File: src/design/output_compare_regs.vh
`ifndef OUTPUT_COMPARE_REGS_VH
`define OUTPUT_COMPARE_REGS_VH

// ----------------------------------------------------------------
// Register byte offsets
// ----------------------------------------------------------------
`define OFS_COMPARE_CONTROL 8'h00
`define OFS_COMPARE_PRIMARY 8'h04
`define OFS_COMPARE_SECONDARY 8'h08
`define OFS_IRQ_STATUS 8'h0C
`define OFS_TIMER0_CONTROL 8'h10
`define OFS_TIMER0_PERIOD 8'h14
`define OFS_TIMER0_COUNT 8'h18
`define OFS_TIMER1_CONTROL 8'h1C
`define OFS_TIMER1_PERIOD 8'h20
`define OFS_TIMER1_COUNT 8'h24

// ----------------------------------------------------------------
// Field positions
// ----------------------------------------------------------------
`define CTRL_MODE_MSB 2
`define CTRL_MODE_LSB 0
`define CTRL_TSEL_BIT 3
`define CTRL_FAULT_BIT 4
`define CTRL_IDLE_BIT 13
`define IRQ_FLAG_BIT 0
`define IRQ_ENABLE_BIT 1
`define TMR_RUN_BIT 15
`define TMR_PRESCALE_MSB 5
`define TMR_PRESCALE_LSB 4

// ----------------------------------------------------------------
// Mode codes
// ----------------------------------------------------------------
`define MODE_OFF 3'h0
`define MODE_SET_HIGH 3'h1
`define MODE_SET_LOW 3'h2
`define MODE_TOGGLE 3'h3
`define MODE_SINGLE 3'h4
`define MODE_CONT 3'h5
`define MODE_PWM 3'h6
`define MODE_PWM_FAULT 3'h7

// ----------------------------------------------------------------
// Reset values and timing counts
// ----------------------------------------------------------------
`define RST_WORD16 16'h0000
`define RST_PERIOD 16'hFFFF
`define PRESCALE_1 8'h00
`define PRESCALE_8 8'h07
`define PRESCALE_64 8'h3F
`define PRESCALE_256 8'hFF
`define RESP_OKAY 2'h0
`define RESP_SLVERR 2'h2

`endif

File: src/design/output_compare_pulse_pwm.v
// Functional notes
// - Single-pulse mode write drives pin low, arms.
// - Pulse modes: primary match drives pin high.
// - Single pulse: secondary match drives low, stays.
// - Secondary match sets flag; irq needs enable.
// - Rewriting single-pulse mode starts another pulse.
// - Continuous mode: one pulse every timer period.
// - Continuous mode: flag on every secondary match.
// - Period match restarts count at zero.
// - Timer select bit picks compared timebase.
// - PWM modes make primary read-only duty.
// - Secondary copied to primary at period match.
// - Primary preloaded gives first period duty.
// - Period value N gives N+1 counts.
// - Duty zero keeps pin low.
// - Duty above period keeps pin high.
// - Duty equal period: low one count.
// - Two PWM codes: fault enabled, ignored.
// - Read-only fault status, cleared by mode write.
// - Off, set high, set low, toggle modes.
// - Idle-halt bit stops channel in idle.
`timescale 1ns/1ps
`include "output_compare_regs.vh"

module output_compare_pulse_pwm #(
  parameter WIDTH = 16
) (
  input wire aclk,
  input wire aresetn,
  input wire [7:0] s_axi_awaddr,
  input wire s_axi_awvalid,
  output reg s_axi_awready,
  input wire [31:0] s_axi_wdata,
  input wire [3:0] s_axi_wstrb,
  input wire s_axi_wvalid,
  output reg s_axi_wready,
  output reg [1:0] s_axi_bresp,
  output reg s_axi_bvalid,
  input wire s_axi_bready,
  input wire [7:0] s_axi_araddr,
  input wire s_axi_arvalid,
  output reg s_axi_arready,
  output reg [31:0] s_axi_rdata,
  output reg [1:0] s_axi_rresp,
  output reg s_axi_rvalid,
  input wire s_axi_rready,
  input wire idle_mode,
  input wire fault_input_pin_n,
  output reg compare_output_pin,
  output reg compare_irq
);

  // ----------------------------------------------------------------
  // Registers and state
  // ----------------------------------------------------------------
  reg [2:0] compare_mode_field;
  reg compare_timer_select;
  reg idle_halt_select;
  reg pwm_fault_status;
  reg [WIDTH-1:0] compare_primary;
  reg [WIDTH-1:0] compare_secondary;
  reg compare_irq_flag;
  reg compare_irq_enable;
  reg timer_run [0:1];
  reg [1:0] timer_prescale [0:1];
  reg [WIDTH-1:0] timebase_period [0:1];
  wire [WIDTH-1:0] timebase_count [0:1];
  wire timer_step [0:1];
  reg pulse_done;
  reg [7:0] aw_addr;
  reg [31:0] w_data;
  reg [3:0] w_strb;
  reg aw_held;
  reg w_held;
  reg [31:0] next_rdata;
  reg rd_hit;

  // Returns a 16-bit word with the enabled byte lanes replaced.
  function [15:0] merge16;
    input [15:0] old;
    input [31:0] data;
    input [3:0] strb;
    begin
      merge16 = old;
      if (strb[0]) merge16[7:0] = data[7:0];
      if (strb[1]) merge16[15:8] = data[15:8];
    end
  endfunction

  // True for the offsets that hold a register.
  function mapped;
    input [7:0] addr;
    begin
      mapped = (addr[1:0] == 2'h0) && (addr <= `OFS_TIMER1_COUNT);
    end
  endfunction

  // ----------------------------------------------------------------
  // Two timebases
  // ----------------------------------------------------------------
  genvar gi;
  generate
    for (gi = 0; gi < 2; gi = gi + 1) begin : g_timer
      timebase_counter #(
        .WIDTH(WIDTH)
      ) u_timer (
        .aclk(aclk),
        .aresetn(aresetn),
        .timer_run(timer_run[gi]),
        .prescale(timer_prescale[gi]),
        .timebase_period(timebase_period[gi]),
        .timebase_count(timebase_count[gi]),
        .step(timer_step[gi])
      );
    end
  endgenerate

  // Selected timebase seen by the comparators.
  wire [WIDTH-1:0] sel_count = compare_timer_select ?
    timebase_count[1] : timebase_count[0];
  wire [WIDTH-1:0] sel_period = compare_timer_select ?
    timebase_period[1] : timebase_period[0];
  wire sel_step = compare_timer_select ? timer_step[1] : timer_step[0];

  // ----------------------------------------------------------------
  // AXI4-Lite write channel
  // ----------------------------------------------------------------
  wire wr_fire = aw_held && w_held && !s_axi_bvalid;
  wire wr_ctrl = wr_fire && (aw_addr == `OFS_COMPARE_CONTROL);
  wire mode_wr = wr_ctrl && w_strb[0];
  wire [2:0] new_mode = w_data[`CTRL_MODE_MSB:`CTRL_MODE_LSB];
  wire pwm_mode = (compare_mode_field == `MODE_PWM) ||
    (compare_mode_field == `MODE_PWM_FAULT);

  // Address and data are taken in either order and held until used.
  always @(posedge aclk) begin
    if (!aresetn) begin
      s_axi_awready <= 1'b1;
      s_axi_wready <= 1'b1;
      s_axi_bvalid <= 1'b0;
      s_axi_bresp <= `RESP_OKAY;
      aw_held <= 1'b0;
      w_held <= 1'b0;
      aw_addr <= 8'h00;
      w_data <= 32'h00000000;
      w_strb <= 4'h0;
    end else begin
      if (s_axi_awvalid && s_axi_awready) begin
        aw_addr <= s_axi_awaddr;
        aw_held <= 1'b1;
        s_axi_awready <= 1'b0;
      end
      if (s_axi_wvalid && s_axi_wready) begin
        w_data <= s_axi_wdata;
        w_strb <= s_axi_wstrb;
        w_held <= 1'b1;
        s_axi_wready <= 1'b0;
      end
      if (wr_fire) begin
        aw_held <= 1'b0;
        w_held <= 1'b0;
        s_axi_bvalid <= 1'b1;
        s_axi_bresp <= mapped(aw_addr) ? `RESP_OKAY : `RESP_SLVERR;
      end
      if (s_axi_bvalid && s_axi_bready) begin
        s_axi_bvalid <= 1'b0;
        s_axi_awready <= 1'b1;
        s_axi_wready <= 1'b1;
      end
    end
  end

  // Software-written configuration registers.
  always @(posedge aclk) begin
    if (!aresetn) begin
      compare_mode_field <= `MODE_OFF;
      compare_timer_select <= 1'b0;
      idle_halt_select <= 1'b0;
      compare_secondary <= `RST_WORD16;
      compare_irq_enable <= 1'b0;
      timer_run[0] <= 1'b0;
      timer_run[1] <= 1'b0;
      timer_prescale[0] <= 2'h0;
      timer_prescale[1] <= 2'h0;
      timebase_period[0] <= `RST_PERIOD;
      timebase_period[1] <= `RST_PERIOD;
    end else if (wr_fire) begin
      case (aw_addr)
        `OFS_COMPARE_CONTROL: begin
          if (w_strb[0]) begin
            compare_mode_field <= new_mode;
            compare_timer_select <= w_data[`CTRL_TSEL_BIT];
          end
          if (w_strb[1]) begin
            idle_halt_select <= w_data[`CTRL_IDLE_BIT];
          end
        end
        `OFS_COMPARE_SECONDARY: begin
          compare_secondary <= merge16(compare_secondary, w_data,
            w_strb);
        end
        `OFS_IRQ_STATUS: begin
          if (w_strb[0]) begin
            compare_irq_enable <= w_data[`IRQ_ENABLE_BIT];
          end
        end
        `OFS_TIMER0_CONTROL: begin
          if (w_strb[0]) begin
            timer_prescale[0] <=
              w_data[`TMR_PRESCALE_MSB:`TMR_PRESCALE_LSB];
          end
          if (w_strb[1]) begin
            timer_run[0] <= w_data[`TMR_RUN_BIT];
          end
        end
        `OFS_TIMER0_PERIOD: begin
          timebase_period[0] <= merge16(timebase_period[0], w_data,
            w_strb);
        end
        `OFS_TIMER1_CONTROL: begin
          if (w_strb[0]) begin
            timer_prescale[1] <=
              w_data[`TMR_PRESCALE_MSB:`TMR_PRESCALE_LSB];
          end
          if (w_strb[1]) begin
            timer_run[1] <= w_data[`TMR_RUN_BIT];
          end
        end
        `OFS_TIMER1_PERIOD: begin
          timebase_period[1] <= merge16(timebase_period[1], w_data,
            w_strb);
        end
        default: begin
        end
      endcase
    end
  end

  // ----------------------------------------------------------------
  // Compare channel
  // ----------------------------------------------------------------
  wire halted = idle_halt_select && idle_mode;
  wire active = !halted && (compare_mode_field != `MODE_OFF);
  wire ev = active && sel_step;
  wire hit_primary = ev && (sel_count == compare_primary);
  wire hit_secondary = ev && (sel_count == compare_secondary);
  wire period_hit = ev && (sel_count == sel_period);
  wire fault_now = !halted && !fault_input_pin_n &&
    (compare_mode_field == `MODE_PWM_FAULT);
  wire pulse_mode = (compare_mode_field == `MODE_SINGLE) ||
    (compare_mode_field == `MODE_CONT);
  wire flag_set = (pulse_mode && hit_secondary && !pulse_done) ||
    (compare_mode_field == `MODE_SET_HIGH && hit_primary) ||
    (compare_mode_field == `MODE_SET_LOW && hit_primary) ||
    (compare_mode_field == `MODE_TOGGLE && hit_primary) ||
    (fault_now && !pwm_fault_status);
  wire flag_clr = wr_fire && (aw_addr == `OFS_IRQ_STATUS) &&
    w_strb[0] && w_data[`IRQ_FLAG_BIT];

  // Duty register: software copy outside PWM, buffered load inside.
  always @(posedge aclk) begin
    if (!aresetn) begin
      compare_primary <= `RST_WORD16;
    end else if (pwm_mode && period_hit) begin
      compare_primary <= compare_secondary;
    end else if (wr_fire && !pwm_mode &&
                 aw_addr == `OFS_COMPARE_PRIMARY) begin
      compare_primary <= merge16(compare_primary, w_data,
        w_strb);
    end
  end

  // Pin level, pulse completion and fault status.
  always @(posedge aclk) begin
    if (!aresetn) begin
      compare_output_pin <= 1'b0;
      pulse_done <= 1'b0;
      pwm_fault_status <= 1'b0;
    end else if (mode_wr) begin
      compare_output_pin <= (new_mode == `MODE_SET_LOW);
      pulse_done <= 1'b0;
      pwm_fault_status <= 1'b0;
    end else if (fault_now || pwm_fault_status) begin
      compare_output_pin <= 1'b0;
      pwm_fault_status <= pwm_fault_status ||
        (compare_mode_field == `MODE_PWM_FAULT);
    end else if (ev) begin
      case (compare_mode_field)
        `MODE_SET_HIGH: begin
          if (hit_primary) compare_output_pin <= 1'b1;
        end
        `MODE_SET_LOW: begin
          if (hit_primary) compare_output_pin <= 1'b0;
        end
        `MODE_TOGGLE: begin
          if (hit_primary) compare_output_pin <= !compare_output_pin;
        end
        `MODE_SINGLE, `MODE_CONT: begin
          if (!pulse_done) begin
            if (hit_secondary) begin
              compare_output_pin <= 1'b0;
              pulse_done <= (compare_mode_field == `MODE_SINGLE);
            end else if (hit_primary) begin
              compare_output_pin <= 1'b1;
            end
          end
        end
        `MODE_PWM, `MODE_PWM_FAULT: begin
          if (sel_count == compare_primary) begin
            compare_output_pin <= 1'b0;
          end else if (sel_count == {WIDTH{1'b0}}) begin
            compare_output_pin <= 1'b1;
          end
        end
        default: begin
          compare_output_pin <= 1'b0;
        end
      endcase
    end
  end

  // Sticky flag: a set in the clearing cycle wins; enable gates the line.
  always @(posedge aclk) begin
    if (!aresetn) begin
      compare_irq_flag <= 1'b0;
      compare_irq <= 1'b0;
    end else begin
      compare_irq_flag <= (compare_irq_flag && !flag_clr) ||
        flag_set;
      compare_irq <= (compare_irq_flag || flag_set) &&
        compare_irq_enable;
    end
  end

  // ----------------------------------------------------------------
  // AXI4-Lite read channel
  // ----------------------------------------------------------------
  always @* begin
    next_rdata = 32'h00000000;
    rd_hit = 1'b1;
    case (s_axi_araddr)
      `OFS_COMPARE_CONTROL: begin
        next_rdata[`CTRL_MODE_MSB:`CTRL_MODE_LSB] = compare_mode_field;
        next_rdata[`CTRL_TSEL_BIT] = compare_timer_select;
        next_rdata[`CTRL_FAULT_BIT] = pwm_fault_status;
        next_rdata[`CTRL_IDLE_BIT] = idle_halt_select;
      end
      `OFS_COMPARE_PRIMARY: next_rdata[15:0] = compare_primary;
      `OFS_COMPARE_SECONDARY: next_rdata[15:0] = compare_secondary;
      `OFS_IRQ_STATUS: begin
        next_rdata[`IRQ_FLAG_BIT] = compare_irq_flag;
        next_rdata[`IRQ_ENABLE_BIT] = compare_irq_enable;
      end
      `OFS_TIMER0_CONTROL: begin
        next_rdata[`TMR_RUN_BIT] = timer_run[0];
        next_rdata[`TMR_PRESCALE_MSB:`TMR_PRESCALE_LSB] =
          timer_prescale[0];
      end
      `OFS_TIMER0_PERIOD: next_rdata[15:0] = timebase_period[0];
      `OFS_TIMER0_COUNT: next_rdata[15:0] = timebase_count[0];
      `OFS_TIMER1_CONTROL: begin
        next_rdata[`TMR_RUN_BIT] = timer_run[1];
        next_rdata[`TMR_PRESCALE_MSB:`TMR_PRESCALE_LSB] =
          timer_prescale[1];
      end
      `OFS_TIMER1_PERIOD: next_rdata[15:0] = timebase_period[1];
      `OFS_TIMER1_COUNT: next_rdata[15:0] = timebase_count[1];
      default: rd_hit = 1'b0;
    endcase
  end

  // One read at a time; data is answered one cycle after the address.
  always @(posedge aclk) begin
    if (!aresetn) begin
      s_axi_arready <= 1'b1;
      s_axi_rvalid <= 1'b0;
      s_axi_rdata <= 32'h00000000;
      s_axi_rresp <= `RESP_OKAY;
    end else if (s_axi_arvalid && s_axi_arready) begin
      s_axi_arready <= 1'b0;
      s_axi_rvalid <= 1'b1;
      s_axi_rdata <= next_rdata;
      s_axi_rresp <= rd_hit ? `RESP_OKAY : `RESP_SLVERR;
    end else if (s_axi_rvalid && s_axi_rready) begin
      s_axi_rvalid <= 1'b0;
      s_axi_arready <= 1'b1;
    end
  end

endmodule // output_compare_pulse_pwm

File: src/design/timebase_counter.v
`timescale 1ns/1ps
`include "output_compare_regs.vh"

module timebase_counter #(
  parameter WIDTH = 16
) (
  input wire aclk,
  input wire aresetn,
  input wire timer_run,
  input wire [1:0] prescale,
  input wire [WIDTH-1:0] timebase_period,
  output reg [WIDTH-1:0] timebase_count,
  output reg step
);

  reg [7:0] div;
  reg [7:0] div_limit;

  // Prescale ratio 1, 8, 64 or 256 as a terminal count of the divider.
  always @* begin
    case (prescale)
      2'h0: div_limit = `PRESCALE_1;
      2'h1: div_limit = `PRESCALE_8;
      2'h2: div_limit = `PRESCALE_64;
      default: div_limit = `PRESCALE_256;
    endcase
  end

  // Count advances once per prescaled tick; step marks a fresh count.
  always @(posedge aclk) begin
    if (!aresetn) begin
      div <= 8'h00;
      timebase_count <= {WIDTH{1'b0}};
      step <= 1'b0;
    end else begin
      step <= 1'b0;
      if (timer_run) begin
        if (div >= div_limit) begin
          div <= 8'h00;
          step <= 1'b1;
          if (timebase_count == timebase_period) begin
            timebase_count <= {WIDTH{1'b0}};
          end else begin
            timebase_count <= timebase_count + 1'b1;
          end
        end else begin
          div <= div + 8'h01;
        end
      end
    end
  end

endmodule // timebase_counter

File: config.mk
export PLATFORM = sky130hd
export DESIGN_NAME = output_compare_pulse_pwm
export DESIGN_NICKNAME = d
export VERILOG_FILES = /design/src/design/output_compare_pulse_pwm.v /design/src/design/timebase_counter.v
export VERILOG_INCLUDE_DIRS = /design/src /design/src/design
export SDC_FILE = /design/constraint.sdc
export NUM_CORES = 1
export LEC_CHECK = 0
export ABC_AREA = 1
export BUFFER_PORTS_ARGS = -buffer_cell sky130_fd_sc_hd__buf_4
export CORE_AREA = 2 2 148 150
export DETAILED_ROUTE_END_ITERATION = 8
export DIE_AREA = 0 0 150 152
export HOLD_SLACK_MARGIN = 0.03
export PLACE_DENSITY_LB_ADDON = 0.2
export SLEW_MARGIN = 30
export SYNTH_ARGS = -nofsm -noshare
export SYNTH_HDL_FRONTEND = slang
export SYNTH_SLANG_ARGS = --single-unit
export TNS_END_PERCENT = 50
File: constraint.sdc
create_clock -name aclk -period 2.6 [get_ports aclk]
set_clock_uncertainty 0.2 [all_clocks]
set_input_delay 0.65 -clock aclk [delete_from_list [all_inputs] [get_ports aclk]]
set_output_delay 0.65 -clock aclk [all_outputs]
set_load 0.05 [all_outputs]
==> metrics.cfg <==
[pwr]
ir_worst_vdd_mv=0.4180
p_leak_nw=5.190
powerDensity_nw_per_um2=516.7

[route]
drt_wl_total_um=33590
ant_nets=0
drc=0
vias=10170
wl_per_cell_um=17.78
firstDrtPassIters=6
viasPerCell=5.384
drt-initial-drc-count=1037

[synth]
synth-edff-count=38
syn_avg_cell_area_sq_um=6.887
synth-seq-cells=182
ys_types=48
async_reset_ff_frac=0
syn-cell-area_sq_um=10390
ys.flop_type=dfxtp_1
syn_inst=1509
ys_seq_area_frac=0.3872
ys.warnings.count=0

[placed_design]
numPortBuffers=67
gp_congestion=0.9739
dp_hpwl_um=26290

[clocking]
clockBufferDepth=2
cts.clk_slew.worst_paths_ns=0.08
cts_tree=yes
htree_num_levels=4
root_buffer=clkbuf_16
clock-sinks=182
holdBufCountCts=0
cts_buffers=17
clk_latency_ns=0.45

[sta]
timing.fmax_ghz=0.4079
fin_crit_sh=0.9430
rsz0062_at_grt=yes
tightest_slew_ns=0.6503
setup-violations-final=0
final-hold-violation-count=0
slew_viol_final=0
whs_ns=0.2511
max_slew_margin=0.5627
fin_crit_ns=2.452

[grt]
overflow=0
grt_pass1_wl_um=50920
gr-usage-all-layers=0.2939
grt_pass1_vias=9135
grt_max_degree=52
grt_antenna_before_repair=0

[floorplan]
die_x_um=150
die_height_um=152
num_rows=54
core_sq_um=21350
dieArea_sq_um=22800
initial_core_util=0.4868
ios=104

[setup_path]
required_ns=2.75
worstSetupEndpointType=flop
critPathLaunchType=flop
critical_path_class=reg -> reg
reg2reg_depth=11
rrSetupSlack_ns=0.15
arrival_ns=2.60
reg2reg_from=timer_prescale[0][1]
r2r-end=g_timer[0].u_timer.timebase_count[12]
cp_max_fo=7
startpoint=timer_prescale[0][1]

[finish]
utilization=0.5597
fillCellCount=2218
finalNetCount=1677
register_area_sq_um=4025
diodes=0
drive_gt1_frac=0.1112
multi_input_area_sq_um=5278
synthToLayoutAreaGrowth_pct=14.98

[worst_hold_path]
holdCritStartpoint=s_axi_bready
hold_path_end=s_axi_awready
hold_path_class=in -> reg
min_path_cells=3

[job]
timing.max_cap.violations=0

[run_status]
status=finished, final reports clean

==> cells in the mapped netlist, drive strengths merged (23+ instances only) <==
| library cell | count | area [sq um] |
|---|---|---|
| nand3 | 74 | 400.4 |
| a21oi | 117 | 585.6 |
| nor3 | 27 | 140.1 |
| edfxtp | 38 | 1141 |
| inv | 204 | 765.7 |
| dfxtp | 144 | 2883 |
| clkbuf | 27 | 101.4 |
| buf | 40 | 304.0 |
| o22ai | 28 | 175.2 |
| o21ai | 136 | 680.7 |
| nand4 | 24 | 150.1 |
| xnor2 | 23 | 201.4 |
| nor2 | 132 | 503.0 |
| nand2 | 398 | 1506 |
==> repair_timing <==
action	CTS	global route
setup buffers	0	2
setup endpoints to repair	0	31
resized for setup	0	13
==> metal layers <==
layer  GRT usage  share of wire
met1      0.4209           0.46
met2      0.4466           0.44
met3     0.04505          0.070
met4      0.1101          0.034
met5           0              0
==> cells in the final DEF (no fill, tap or decap), types with 4 or more instances in the layout <==
| cell | Yosys | routed |
|---|---|---|
| nand2_1 | 395 | 391 |
| inv_1 | 202 | 199 |
| dfxtp_1 | 144 | 143 |
| nor2_1 | 129 | 127 |
| o21ai_0 | 119 | 118 |
| a21oi_1 | 117 | 117 |
| buf_4 | 22 | 111 |
| nand3_1 | 68 | 68 |
| edfxtp_1 | 38 | 38 |
| o22ai_1 | 28 | 28 |
| nor3_1 | 26 | 26 |
| nand4_1 | 24 | 24 |
| xnor2_1 | 23 | 23 |
| xor2_1 | 22 | 22 |
| ha_1 | 20 | 20 |
| o21ai_1 | 17 | 18 |
| conb_1 | 1 | 18 |
| clkbuf_16 | 0 | 17 |
| inv_6 | 0 | 7 |
| nand3_2 | 6 | 6 |
| nand3b_1 | 6 | 6 |
| nor2_2 | 3 | 5 |
| nor4_1 | 5 | 5 |
| nand2_2 | 2 | 5 |
| or2_2 | 4 | 4 |
| o2111ai_1 | 4 | 4 |
| and3_1 | 4 | 4 |
| a41oi_1 | 4 | 4 |
| buf_12 | 0 | 4 |
==> area by class of cell <==
cell class | count | share of cell area
Multi-Input combinational cell | 1072 | 0.4417
Sequential cell | 182 | 0.3369
Timing Repair Buffer | 116 | 0.07738
Inverter | 205 | 0.06503
Clock buffer | 18 | 0.03592
Tap cell | 280 | 0.02932
Clock inverter | 14 | 0.01277
Timing Repair inverter | 2 | 0.001047
==> worst max-delay path, stage by stage (launching register included) <==
cell,delay (ns)
edfxtp_1,0.47
nor2_2,0.19
ha_1,0.26
a21oi_1,0.15
o21ai_0,0.08
nand2_1,0.06
o2111ai_1,0.15
nand2_2,0.23
clkinvlp_4,0.21
nand2_1,0.14
o21ai_0,0.07
and3_1,0.14
==> sequential cells by signal (all words and copies together), names as in the netlist, 2 cells and up <==
name                            count
g_timer.u_timer.timebase_count     32
timebase_period                    32
compare_primary                    16
compare_secondary                  16
g_timer.u_timer.div                16
s_axi_rdata                        16
w_data                             16
aw_addr                             8
timer_prescale                      4
compare_mode_field                  3
g_timer.u_timer.step                2
timer_run                           2
w_strb                              2
==> through the flow <==
stage          instances  setup WS (ns)  total power, mW  area [sq um]   TNS [ns]
3_3_place_gp        1853        0.03424            3.584         11310          0
5_1_grt             1889      -0.006338            6.386         11950  -0.007378
2_1_floorplan       1526         0.1232            3.424         10460          0
3_5_place_dp        1853      -0.009232            3.593         11310  -0.009232
6_report            1889         0.1482            6.174         11950          0
4_1_cts             1885        0.02605            6.192         11890          0
==> power breakdown <==
| group | switching (mW) | internal, mW | leakage (nW) | total [mW] |
|---|---|---|---|---|
| registers | 0.0472 | 2.94 | 1.45 | 2.99 |
| clock network | 1.34 | 1.30 | 0.286 | 2.64 |
| logic | 0.384 | 0.164 | 3.45 | 0.548 |
==> worst max path at each step <==
| stage | end | cells past startpoint |
|---|---|---|
| finish | g_timer[0].u_timer.timebase_count[12] | 11 |
| global placement | s_axi_rdata[13] | 12 |
| detailed placement | s_axi_rdata[13] | 9 |
| global route | g_timer[0].u_timer.timebase_count[10] | 11 |
| CTS | g_timer[0].u_timer.timebase_count[5] | 13 |
| floorplan | timebase_period[0][0] | 5 |
==> cell families after synthesis <==
family,count (synthesis),share of synthesized area
AOI/OAI and AO/OA,311,0.1619
buffers and inverters,272,0.1131
DFF,182,0.3872
and+or+nand+nor,678,0.2755
other,1,0.0003608
adders and majority gates,20,0.02408
xor gates and xnor gates,45,0.03792
Power figures use the tool's default switching activity.
